**src/hw/rifd_regs.vh**
```
// Field positions, class codes, operation codes and timing counts of the instruction decoder
`ifndef RIFD_REGS_VH
`define RIFD_REGS_VH
`define RIFD_WORD_W        14
`define RIFD_CLS_MSB       13
`define RIFD_CLS_LSB       12
`define RIFD_CLS_BYTE      2'h0
`define RIFD_CLS_BIT       2'h1
`define RIFD_CLS_JUMP      2'h2
`define RIFD_CLS_LIT       2'h3
`define RIFD_BYTE_OP_MSB   11
`define RIFD_BYTE_OP_LSB   8
`define RIFD_DEST_BIT      7
`define RIFD_FILE_MSB      6
`define RIFD_FILE_LSB      0
`define RIFD_BIT_OP_MSB    11
`define RIFD_BIT_OP_LSB    10
`define RIFD_BSEL_MSB      9
`define RIFD_BSEL_LSB      7
`define RIFD_LIT_MSB       7
`define RIFD_LIT_LSB       0
`define RIFD_ADDR_MSB      10
`define RIFD_ADDR_LSB      0
`define RIFD_JUMP_SEL_BIT  11
`define RIFD_LIT_OP_MSB    11
`define RIFD_LIT_OP_LSB    8
`define RIFD_LIT_SEL_LSB   10
// Byte-oriented codes: the two that count and skip on zero, and the misc group
`define RIFD_OP_DEC_SKIP   4'hb
`define RIFD_OP_INC_SKIP   4'hf
`define RIFD_OP_MISC       4'h0
// Bit-oriented test codes
`define RIFD_BOP_TEST_CLR  2'h2
`define RIFD_BOP_TEST_SET  2'h3
// Control words inside the misc group
`define RIFD_W_RET_SUB     14'h0008
`define RIFD_W_RET_INT     14'h0009
`define RIFD_W_IDLE        14'h0000
// Literal group: bits 11:10 equal 01 is the return-with-literal
`define RIFD_LOP_RET_LIT   2'h1
// Oscillator periods per instruction cycle
`define RIFD_PHASES        4
`define RIFD_PHASE_W       2
`define RIFD_PHASE_FIRST   2'h0
`define RIFD_PHASE_LAST    2'h3
`endif

```
**src/hw/rifd_decoder.v**
```verilog
// Instruction field decoder with four-phase timing and one-cycle flush
//
// How it works
// - Each 14-bit word splits into an operation code and operand fields.
// - Every word lands in exactly one of byte, bit, or literal/control class.
// - A byte operation with destination select 0 writes the working register, except in the misc group (code 0).
// - A byte operation with destination select 1 writes the named file register.
// - The file address is a seven-bit direct address covering 0x00 to 0x7F.
// - Bit operations pick one bit of an 8-bit file register named by the address.
// - The literal is eight bits for literal operations and eleven for jump addresses.
// - Don't-care bits never change the decoded operation.
// - Skips taken and program counter changes take a second cycle that does nothing.
// - One instruction cycle is four oscillator periods, decode and execute keyed to it.
// - Byte class is 00, four-bit code, destination select, seven-bit address.
// - Bit class is 01, two-bit code, three-bit bit select, seven-bit address.
// - Literal class is 11 with the eight-bit literal in the low byte.
`timescale 1ns/1ps
`default_nettype none
`include "rifd_regs.vh"
module rifd_decoder (
  input  wire        clk_i,
  input  wire        arst_n_i,
  input  wire [13:0] instr_i,
  input  wire        skip_true_i,
  output wire [1:0]  phase_o,
  output wire        fetch_o,
  output reg  [1:0]  op_class_o,
  output reg  [3:0]  byte_op_o,
  output reg  [1:0]  bit_op_o,
  output reg  [3:0]  lit_op_o,
  output reg         dest_file_o,
  output reg         write_w_o,
  output reg         write_file_o,
  output reg  [6:0]  file_addr_o,
  output reg  [2:0]  bit_sel_o,
  output reg  [7:0]  bit_mask_o,
  output reg  [7:0]  literal_o,
  output reg  [10:0] jump_addr_o,
  output reg         pc_change_o,
  output reg         skip_test_o,
  output reg         exec_valid_o,
  output reg         flush_o
);
  wire       cycle_start;
  wire       cycle_end;
  wire [1:0] word_cls;
  wire [3:0] byte_code;
  wire [1:0] bit_code;
  wire [1:0] lit_code;
  wire       dest_sel;
  wire [2:0] bit_pick;
  reg  [1:0] cls_next;
  reg        pcchg_next;
  reg        skip_next;
  reg        wrw_next;
  reg        wrf_next;
  reg        flush_reg;
  reg        flush_next;

  // Class from the two leading bits; a plain 2-bit case covers all words once
  function [1:0] rifd_class;
    input [13:0] w;
    begin
      rifd_class = w[`RIFD_CLS_MSB:`RIFD_CLS_LSB];
    end
  endfunction

  // One-hot bit mask, used for the datapath bit operation
  function [7:0] rifd_mask;
    input [2:0] b;
    begin
      rifd_mask = 8'h01 << b;
    end
  endfunction

  // Byte codes that count a file register and skip on zero
  function rifd_byte_skips;
    input [3:0] code;
    begin
      rifd_byte_skips = (code == `RIFD_OP_DEC_SKIP) || (code == `RIFD_OP_INC_SKIP);
    end
  endfunction

  // Bit codes that test a bit and skip: the two upper codes of the group
  function rifd_bit_skips;
    input [1:0] code;
    begin
      rifd_bit_skips = (code == `RIFD_BOP_TEST_CLR) || (code == `RIFD_BOP_TEST_SET);
    end
  endfunction

  // Whole-word match for the two returns; other misc words leave the PC alone
  function rifd_misc_returns;
    input [13:0] w;
    begin
      rifd_misc_returns = (w == `RIFD_W_RET_SUB) || (w == `RIFD_W_RET_INT);
    end
  endfunction

  // Named slices of the incoming word, shared by the decode below
  assign word_cls  = rifd_class(instr_i);
  assign byte_code = instr_i[`RIFD_BYTE_OP_MSB:`RIFD_BYTE_OP_LSB];
  assign bit_code  = instr_i[`RIFD_BIT_OP_MSB:`RIFD_BIT_OP_LSB];
  assign lit_code  = instr_i[`RIFD_LIT_OP_MSB:`RIFD_LIT_SEL_LSB];
  assign dest_sel  = instr_i[`RIFD_DEST_BIT];
  assign bit_pick  = instr_i[`RIFD_BSEL_MSB:`RIFD_BSEL_LSB];

  rifd_phase_gen u_phase (
    .clk_i         (clk_i),
    .arst_n_i      (arst_n_i),
    .phase_o       (phase_o),
    .cycle_start_o (cycle_start),
    .cycle_end_o   (cycle_end)
  );

  // Fetch strobe at the last phase so the next word is latched at cycle start
  assign fetch_o = cycle_end;

  // Combinational class and effect decode of the incoming word
  always @* begin
    cls_next   = word_cls;
    pcchg_next = 1'b0;
    skip_next  = 1'b0;
    wrw_next   = 1'b0;
    wrf_next   = 1'b0;
    case (cls_next)
      `RIFD_CLS_BYTE: begin
        if (byte_code == `RIFD_OP_MISC) begin
          // Move to file when d set; else only control words, none write data
          wrf_next   = dest_sel;
          pcchg_next = rifd_misc_returns(instr_i);
        end else begin
          wrw_next  = ~dest_sel;
          wrf_next  = dest_sel;
          skip_next = rifd_byte_skips(byte_code);
        end
      end
      `RIFD_CLS_BIT: begin
        skip_next = rifd_bit_skips(bit_code);
        // Clear and set write the file back; the tests only read it
        wrf_next  = ~bit_code[1];
      end
      `RIFD_CLS_JUMP: begin
        // Call and go-to always load the PC, so they always take two cycles
        pcchg_next = 1'b1;
      end
      `RIFD_CLS_LIT: begin
        // Every literal operation writes W, the return with literal too
        wrw_next   = 1'b1;
        pcchg_next = (lit_code == `RIFD_LOP_RET_LIT);
      end
      default: begin
        wrw_next = 1'b0;
      end
    endcase
  end

  // Flush request: a branch, or a skip whose test the datapath reports true
  // Held outside phase 3 so the decision survives to the next phase-0 edge
  // A test reported false costs nothing: the next word runs at once
  always @* begin
    flush_next = flush_reg;
    if (cycle_end) begin
      flush_next = exec_valid_o && (pc_change_o || (skip_test_o && skip_true_i));
    end
  end

  // Fields latched at cycle start and held stable for all four phases
  always @(posedge clk_i or negedge arst_n_i) begin
    if (!arst_n_i) begin
      op_class_o   <= 2'h0;
      byte_op_o    <= 4'h0;
      bit_op_o     <= 2'h0;
      lit_op_o     <= 4'h0;
      dest_file_o  <= 1'b0;
      write_w_o    <= 1'b0;
      write_file_o <= 1'b0;
      file_addr_o  <= 7'h00;
      bit_sel_o    <= 3'h0;
      bit_mask_o   <= 8'h00;
      literal_o    <= 8'h00;
      jump_addr_o  <= 11'h000;
      pc_change_o  <= 1'b0;
      skip_test_o  <= 1'b0;
      exec_valid_o <= 1'b0;
      // Effects low and no flush pending, so the first word runs
      flush_reg    <= 1'b0;
      flush_o      <= 1'b0;
    end else begin
      // Flush state moves every edge but only changes at phase 3
      flush_reg <= flush_next;
      if (cycle_start) begin
        // Fields come straight from the word; x bits are never consulted
        op_class_o   <= cls_next;
        byte_op_o    <= instr_i[`RIFD_BYTE_OP_MSB:`RIFD_BYTE_OP_LSB];
        bit_op_o     <= instr_i[`RIFD_BIT_OP_MSB:`RIFD_BIT_OP_LSB];
        lit_op_o     <= instr_i[`RIFD_LIT_OP_MSB:`RIFD_LIT_OP_LSB];
        dest_file_o  <= instr_i[`RIFD_DEST_BIT];
        file_addr_o  <= instr_i[`RIFD_FILE_MSB:`RIFD_FILE_LSB];
        bit_sel_o    <= bit_pick;
        bit_mask_o   <= rifd_mask(bit_pick);
        literal_o    <= instr_i[`RIFD_LIT_MSB:`RIFD_LIT_LSB];
        jump_addr_o  <= instr_i[`RIFD_ADDR_MSB:`RIFD_ADDR_LSB];
        // Gate every effect of the word fetched at phase 3 just before the flush cycle
        // Its fields still show, which keeps the datapath inputs defined
        flush_o      <= flush_reg;
        write_w_o    <= wrw_next & ~flush_reg;
        write_file_o <= wrf_next & ~flush_reg;
        pc_change_o  <= pcchg_next & ~flush_reg;
        skip_test_o  <= skip_next & ~flush_reg;
        exec_valid_o <= ~flush_reg;
      end
    end
  end
endmodule // rifd_decoder
`default_nettype wire

```
**src/hw/rifd_phase_gen.v**
```verilog
// Four-phase instruction cycle generator
`timescale 1ns/1ps
`default_nettype none
`include "rifd_regs.vh"
module rifd_phase_gen (
  input  wire       clk_i,
  input  wire       arst_n_i,
  output reg  [1:0] phase_o,
  output wire       cycle_start_o,
  output wire       cycle_end_o
);
  // Free-running phase count, one step per oscillator period
  always @(posedge clk_i or negedge arst_n_i) begin
    if (!arst_n_i) begin
      phase_o <= 2'h0;
    end else begin
      phase_o <= phase_o + 2'h1;
    end
  end

  assign cycle_start_o = (phase_o == `RIFD_PHASE_FIRST);
  assign cycle_end_o   = (phase_o == `RIFD_PHASE_LAST); // Wraps after four periods
endmodule // rifd_phase_gen
`default_nettype wire

```
**config.mk**
```make
export PLATFORM = sky130hd
export DESIGN_NAME = rifd_decoder
export DESIGN_NICKNAME = d
export VERILOG_FILES = /design/src/hw/rifd_decoder.v /design/src/hw/rifd_phase_gen.v
export VERILOG_INCLUDE_DIRS = /design/src /design/src/hw
export SDC_FILE = /design/constraint.sdc
export NUM_CORES = 1
export LEC_CHECK = 0
export BUFFER_PORTS_ARGS = -buffer_cell sky130_fd_sc_hd__buf_2
export CORE_ASPECT_RATIO = 1.1
export CORE_MARGIN = 3
export CORE_UTILIZATION = 45
export CTS_CLUSTER_DIAMETER = 80
export DETAILED_ROUTE_END_ITERATION = 8
export HOLD_SLACK_MARGIN = 0.1
export PLACE_DENSITY = 0.81
export SYNTH_ARGS = -nofsm -noshare
export SYNTH_HDL_FRONTEND = slang
export SYNTH_SLANG_ARGS = --single-unit
```
**constraint.sdc**
```tcl
create_clock -name clk_i -period 1.7 [get_ports clk_i]
set_input_delay 0.425 -clock clk_i [delete_from_list [all_inputs] [get_ports clk_i]]
set_output_delay 0.425 -clock clk_i [all_outputs]
set_load 0.05 [all_outputs]
```
# Word level (Yosys, flattened, before mapping)
# Cells that the tools add are included.
op_classes:
  mux: 7
  bitwise_logic: 7
  shifts: 1
  eq_ne: 11
  addsub: 1
  n_reduce_logical: 9
op_table:
  columns: ["operator", "n"]
  rows:
  - ["== test 14 x 4 -> 1 bit (second input constant)", 2]
  - ["== test 2 bit (second input constant)", 5]
  - ["== test 4 bit (second input constant)", 2]
  - ["<< shifter 1 x 3 -> 8 bit (first input constant)", 1]
  - ["one-hot mux 1 bit (2 select lines)", 3]
  - ["bitwise AND 1 bit", 4]
  - ["== test 2 x 1 -> 1 bit (second input constant)", 2]
  - ["zero test 2 bit", 2]
  - ["zero test 4 bit", 1]
  - ["logical OR 1 bit", 4]
  - ["2-to-1 mux 1 bit", 3]
  - ["inverter 1 bit", 3]
  - ["one-hot mux 1 bit (3 select lines)", 1]
  - ["adder 2 x 1 -> 2 bit (second input constant)", 1]
  - ["logical AND 1 bit", 2]
totals:
  word_cells: 53
  register_bits: 55
  input_bits: 17
  out_inout_bits: 59

# Depth between registers and ports, before layout
depth:
  depth_word: 5
  depth_mapped: 6
  depth_no_buf: 5

# Hierarchy
# A second synthesis with hierarchy kept.
unflattened:
  hier_cells: 139
  hier_area_um2: 1540.2
by_module_without_submodules:
  columns: ["mod", "cells_per_inst", "area_each_um2", "seq_area_each_um2", "n_inst"]
  rows:
  - ["rifd_decoder", 133, 1457.6, 725.7, 1]
  - ["rifd_phase_gen", 6, 82.6, 50.0, 1]

# Worst setup path after synthesis
# Ideal clock, no wire load.
synth_path:
  path_kind: "flip-flop to flip-flop"
  from: "register u_phase.phase_o[0]"
  to: "register bit_op_o[0]"
  arrival_time_ps: 1519
  required_time_ps: 1575
  n_path_buf: 2
  setup_time_ps: 125
  path_stages_with_launch: 6
  period_less_slack_ps: 1643
  slack_ps: 57
  path_cell_list: "dfrtp_1 inv_1 ha_1 buf_2 buf_2 mux2_2"
synth_via:
  elab_chain_cells: 1
synth_rtl:
  columns: ["item", "line_no", "source"]
  rows:
  - ["start, declared", "rifd_phase_gen.v:8", "output reg [1:0] phase_o,"]
  - ["start signal, assigned", "rifd_phase_gen.v:17", "phase_o <= phase_o + 2'h1;"]
  - ["zero test 2 bit (no line)", null, null]
  - ["end signal, assigned", "rifd_decoder.v:196", "bit_op_o <= instr_i[`RIFD_BIT_OP_MSB:`RIFD_BIT_OP_LSB];"]
  - ["end, declared", "rifd_decoder.v:29", "output reg [1:0] bit_op_o,"]
# Every way passes these cells.
# A chain may end at the register's enable or synchronous reset.

# Worst setup path after layout
layout_path:
  from: "register u_phase.phase_o[1]"
  to: "output fetch_o"
layout_via:
  elab_chain_cells: 1
layout_rtl:
  columns: ["item", "line_no", "source"]
  rows:
  - ["== test 2 bit (no line)", null, null]
  - ["end, declared", "rifd_decoder.v:26", "output wire fetch_o,"]
# Every way passes these cells.

==> flow_metrics.env <==
export IMPL_syn2layout_area_growth_pct=17.7
export IMPL_peakVddDrop_mv=0.449
export IMPL_grt_max_degree=35
export IMPL_drc_errors=0
export IMPL_cp_start_kind="flip-flop"
export IMPL_crit_type="reg -> out"
export IMPL_start_util_pct=48.8
export IMPL_skew_ns=0.00744
export IMPL_p_leak_nw=0.951
export IMPL_dieArea_um2=4160
export IMPL_critPathMaxFanout=3
export IMPL_slew_headroom_pct=55.8
export IMPL_cpMaxStageDelayCell="dfrtp_1"
export IMPL_slew_viol_final=0
export IMPL_cts_resized=0
export IMPL_first_global_vias=997
export IMPL_fin_ws_ns=0.107
export IMPL_cap_violations=0
export IMPL_postCtsHoldBufs=0
export IMPL_synthesis_nets=162
export IMPL_ios=76
export IMPL_place_detailed_instances=218
export IMPL_diodes=0
export IMPL_reg_top3="bit_mask_o x8, file_addr_o x6"
export IMPL_path_cells="ha_1, buf_2"
export IMPL_finalCritPeriodShare_pct=93.7
export IMPL_setup_viol=0
export IMPL_yosysTopAreaCell="dfrtp_1"
export IMPL_hold_class="in -> async"
export IMPL_status="complete, no violations"
export IMPL_grt_pass1_wl_mm=4.57
export IMPL_cpPeakStageDelay_ns=0.38
export IMPL_rsz0062_at_grt="false"
export IMPL_firstDrtPassIters=4
export IMPL_synth_warnings=0
export IMPL_regToRegStartpoint="u_phase.phase_o[0]$_DFF_PN0_"
export IMPL_max_freq_mhz=628
export IMPL_avgSynthCellArea_um2=11.1
export IMPL_hpwl_mm=2.29
export IMPL_crit_cells=2
export IMPL_vias=1117
export IMPL_port_buffer_count=75
export IMPL_wl_met2_mm=1.57
export IMPL_finalSetupTns_ns=0
export IMPL_end_kind="output port"
export IMPL_largest_reg_flops=8
export IMPL_finalCriticalPeriod_ns=1.59
export IMPL_fp_dieH_um=67.4
export IMPL_layout_common_cells="75 x buf_2, 31 x dfrtp_1, 17 x inv_1, 15 x mux2_2, 9 x o22ai_1"
export IMPL_fp_dieW_um=61.8
export IMPL_syn_area_um2=1540
export IMPL_htree_levels=2
export IMPL_clock_root_buffer="clkbuf_4"
export IMPL_worstSetupEndpoint="fetch_o"
export IMPL_ys_top_cells_by_area="dfrtp_1 50%, buf_4 14%, mux2_2 11%"
export IMPL_gp_congestion=0.835
export IMPL_timing_rr_end="pc_change_o$_DFFE_PN0N_"
export IMPL_clkTransAtPathRegs_ns=0.10
export IMPL_drive_gt1_share_pct=51.8
export IMPL_critPathBufInv=1
export IMPL_stdcell_count=225
export IMPL_ff2ff_path_depth=6
export IMPL_grt_overflow=0
export IMPL_synth_seq_cells=31
export IMPL_clockBufferDepth=2
export IMPL_r2r_slack_ns=0.22
export IMPL_ant_nets=0
export IMPL_wl_per_cell_um=13.5
export IMPL_fin_nets=214
export IMPL_wl_met1_mm=1.25
export IMPL_cp_required_ns=1.27
export IMPL_rows=21
export IMPL_core_area_um2=3150
export IMPL_antenna_found_initial=0
export IMPL_syn_inst=139
export IMPL_clk_latency_ns=0.32
export IMPL_ys_types=22
export IMPL_regMostFlops="bit_mask_o"
export IMPL_tightest_slew_ns=0.663
export IMPL_dp_worst_setup_slack_ns=0.211
export IMPL_layout_commonest_cell="buf_2"
export IMPL_cts_tree="yes"
export IMPL_synth_seq_area_share_pct=50.4
export IMPL_cts_setup_buffers=0
export IMPL_power_density_nw_per_um2=919
export IMPL_topRoutingLayerUsed="met4"
export IMPL_cts_buffers=5
export IMPL_yosysTopAreaCellShare_pct=50.4
export IMPL_track_usage_pct=15.2
export IMPL_startpoint="u_phase.phase_o[1]$_DFF_PN0_"
export IMPL_wl_met3_um=201
export IMPL_routed_wl_mm=3.03
export IMPL_via_per_inst=4.96
export IMPL_cp_arrival_ns=1.17
export IMPL_drt_iter0_drc=28
export IMPL_crit_family="flip-flops"
export IMPL_hold_viol_final=0
export IMPL_clock_sinks=31
-- final cells by class --
cell class	instances	area (µm²)
well taps	34	42.5
repair buffers	77	403
inverters	17	63.8
multi-input cells	59	472
clock buffers	6	51.3
flip-flops and latches	31	776
clock inverters	1	5.00
fillers	285	1340
-- kinds of logic (layout without fill, tap and decap cells) --
logic type               after synthesis  in the layout  synth area share [%]
AO/OA/AOI/OAI                         18             18                  7.23
adder cells (fa/ha/maj)                6              6                  4.87
buffers and inverters                 49            101                  19.0
flip-flops                            31             31                  50.4
multiplexers                          15             15                  11.0
AND/OR/NAND/NOR                       20             20                  7.56
-- Yosys cell counts --
cell type,number
ha_1,6
buf_4,28
or2b_1,1
a31oi_1,2
dfrtp_1,31
nand2_1,6
mux2_2,15
o21ai_0,2
o22ai_1,9
a21oi_1,3
nor2_1,2
nand2b_1,3
o32ai_1,2
nor3b_1,1
clkbuf_1,1
inv_1,17
nand4b_1,1
and3b_1,1
or4_1,1
buf_2,3
nand3_1,2
nor4b_1,2
-- power breakdown --
group | leakage (nW) | total [mW] | internal [mW] | switching (mW)
clock network | 0.0341 | 0.428 | 0.191 | 0.236
registers | 0.384 | 0.804 | 0.775 | 0.0290
logic | 0.533 | 0.434 | 0.0983 | 0.336
-- worst min-delay path by stage --
| stage | from | to | slack (ns) | depth (start not counted) |
|---|---|---|---|---|
| 3_3_place_gp | u_phase.phase_o[0]$_DFF_PN0_ | u_phase.phase_o[0]$_DFF_PN0_ | 0.46 | 1 |
| 6_report | arst_n_i | bit_mask_o[5]$_DFFE_PN0N_ | 0.13 | 1 |
| 2_1_floorplan | arst_n_i | bit_mask_o[0]$_DFFE_PN0N_ | 0.13 | 0 |
| 3_5_place_dp | u_phase.phase_o[0]$_DFF_PN0_ | u_phase.phase_o[0]$_DFF_PN0_ | 0.46 | 1 |
| 5_1_grt | arst_n_i | file_addr_o[2]$_DFFE_PN0N_ | 0.15 | 1 |
| 4_1_cts | arst_n_i | file_addr_o[2]$_DFFE_PN0N_ | 0.15 | 1 |
-- metrics by stage --
step | hold WS, ns | area (µm²) | total power [mW] | util, %
after floorplan | 0.129 | 1540 | 1.18 | -
after global placement | 0.462 | 1760 | 1.25 | 55.7
after detailed placement | 0.457 | 1760 | 1.26 | 55.7
after CTS | 0.145 | 1810 | 1.68 | 57.5
after global routing | 0.146 | 1810 | 1.75 | 57.5
final | 0.126 | 1810 | 1.67 | 57.5
-- routing by layer --
layer,vias to the layer above,track usage [%]
li1,542,-
met1,527,17.6
met2,46,25.0
met3,2,5.93
met4,0,5.57
met5,-,0
No activity file was read; power rests on OpenSTA's default activity.
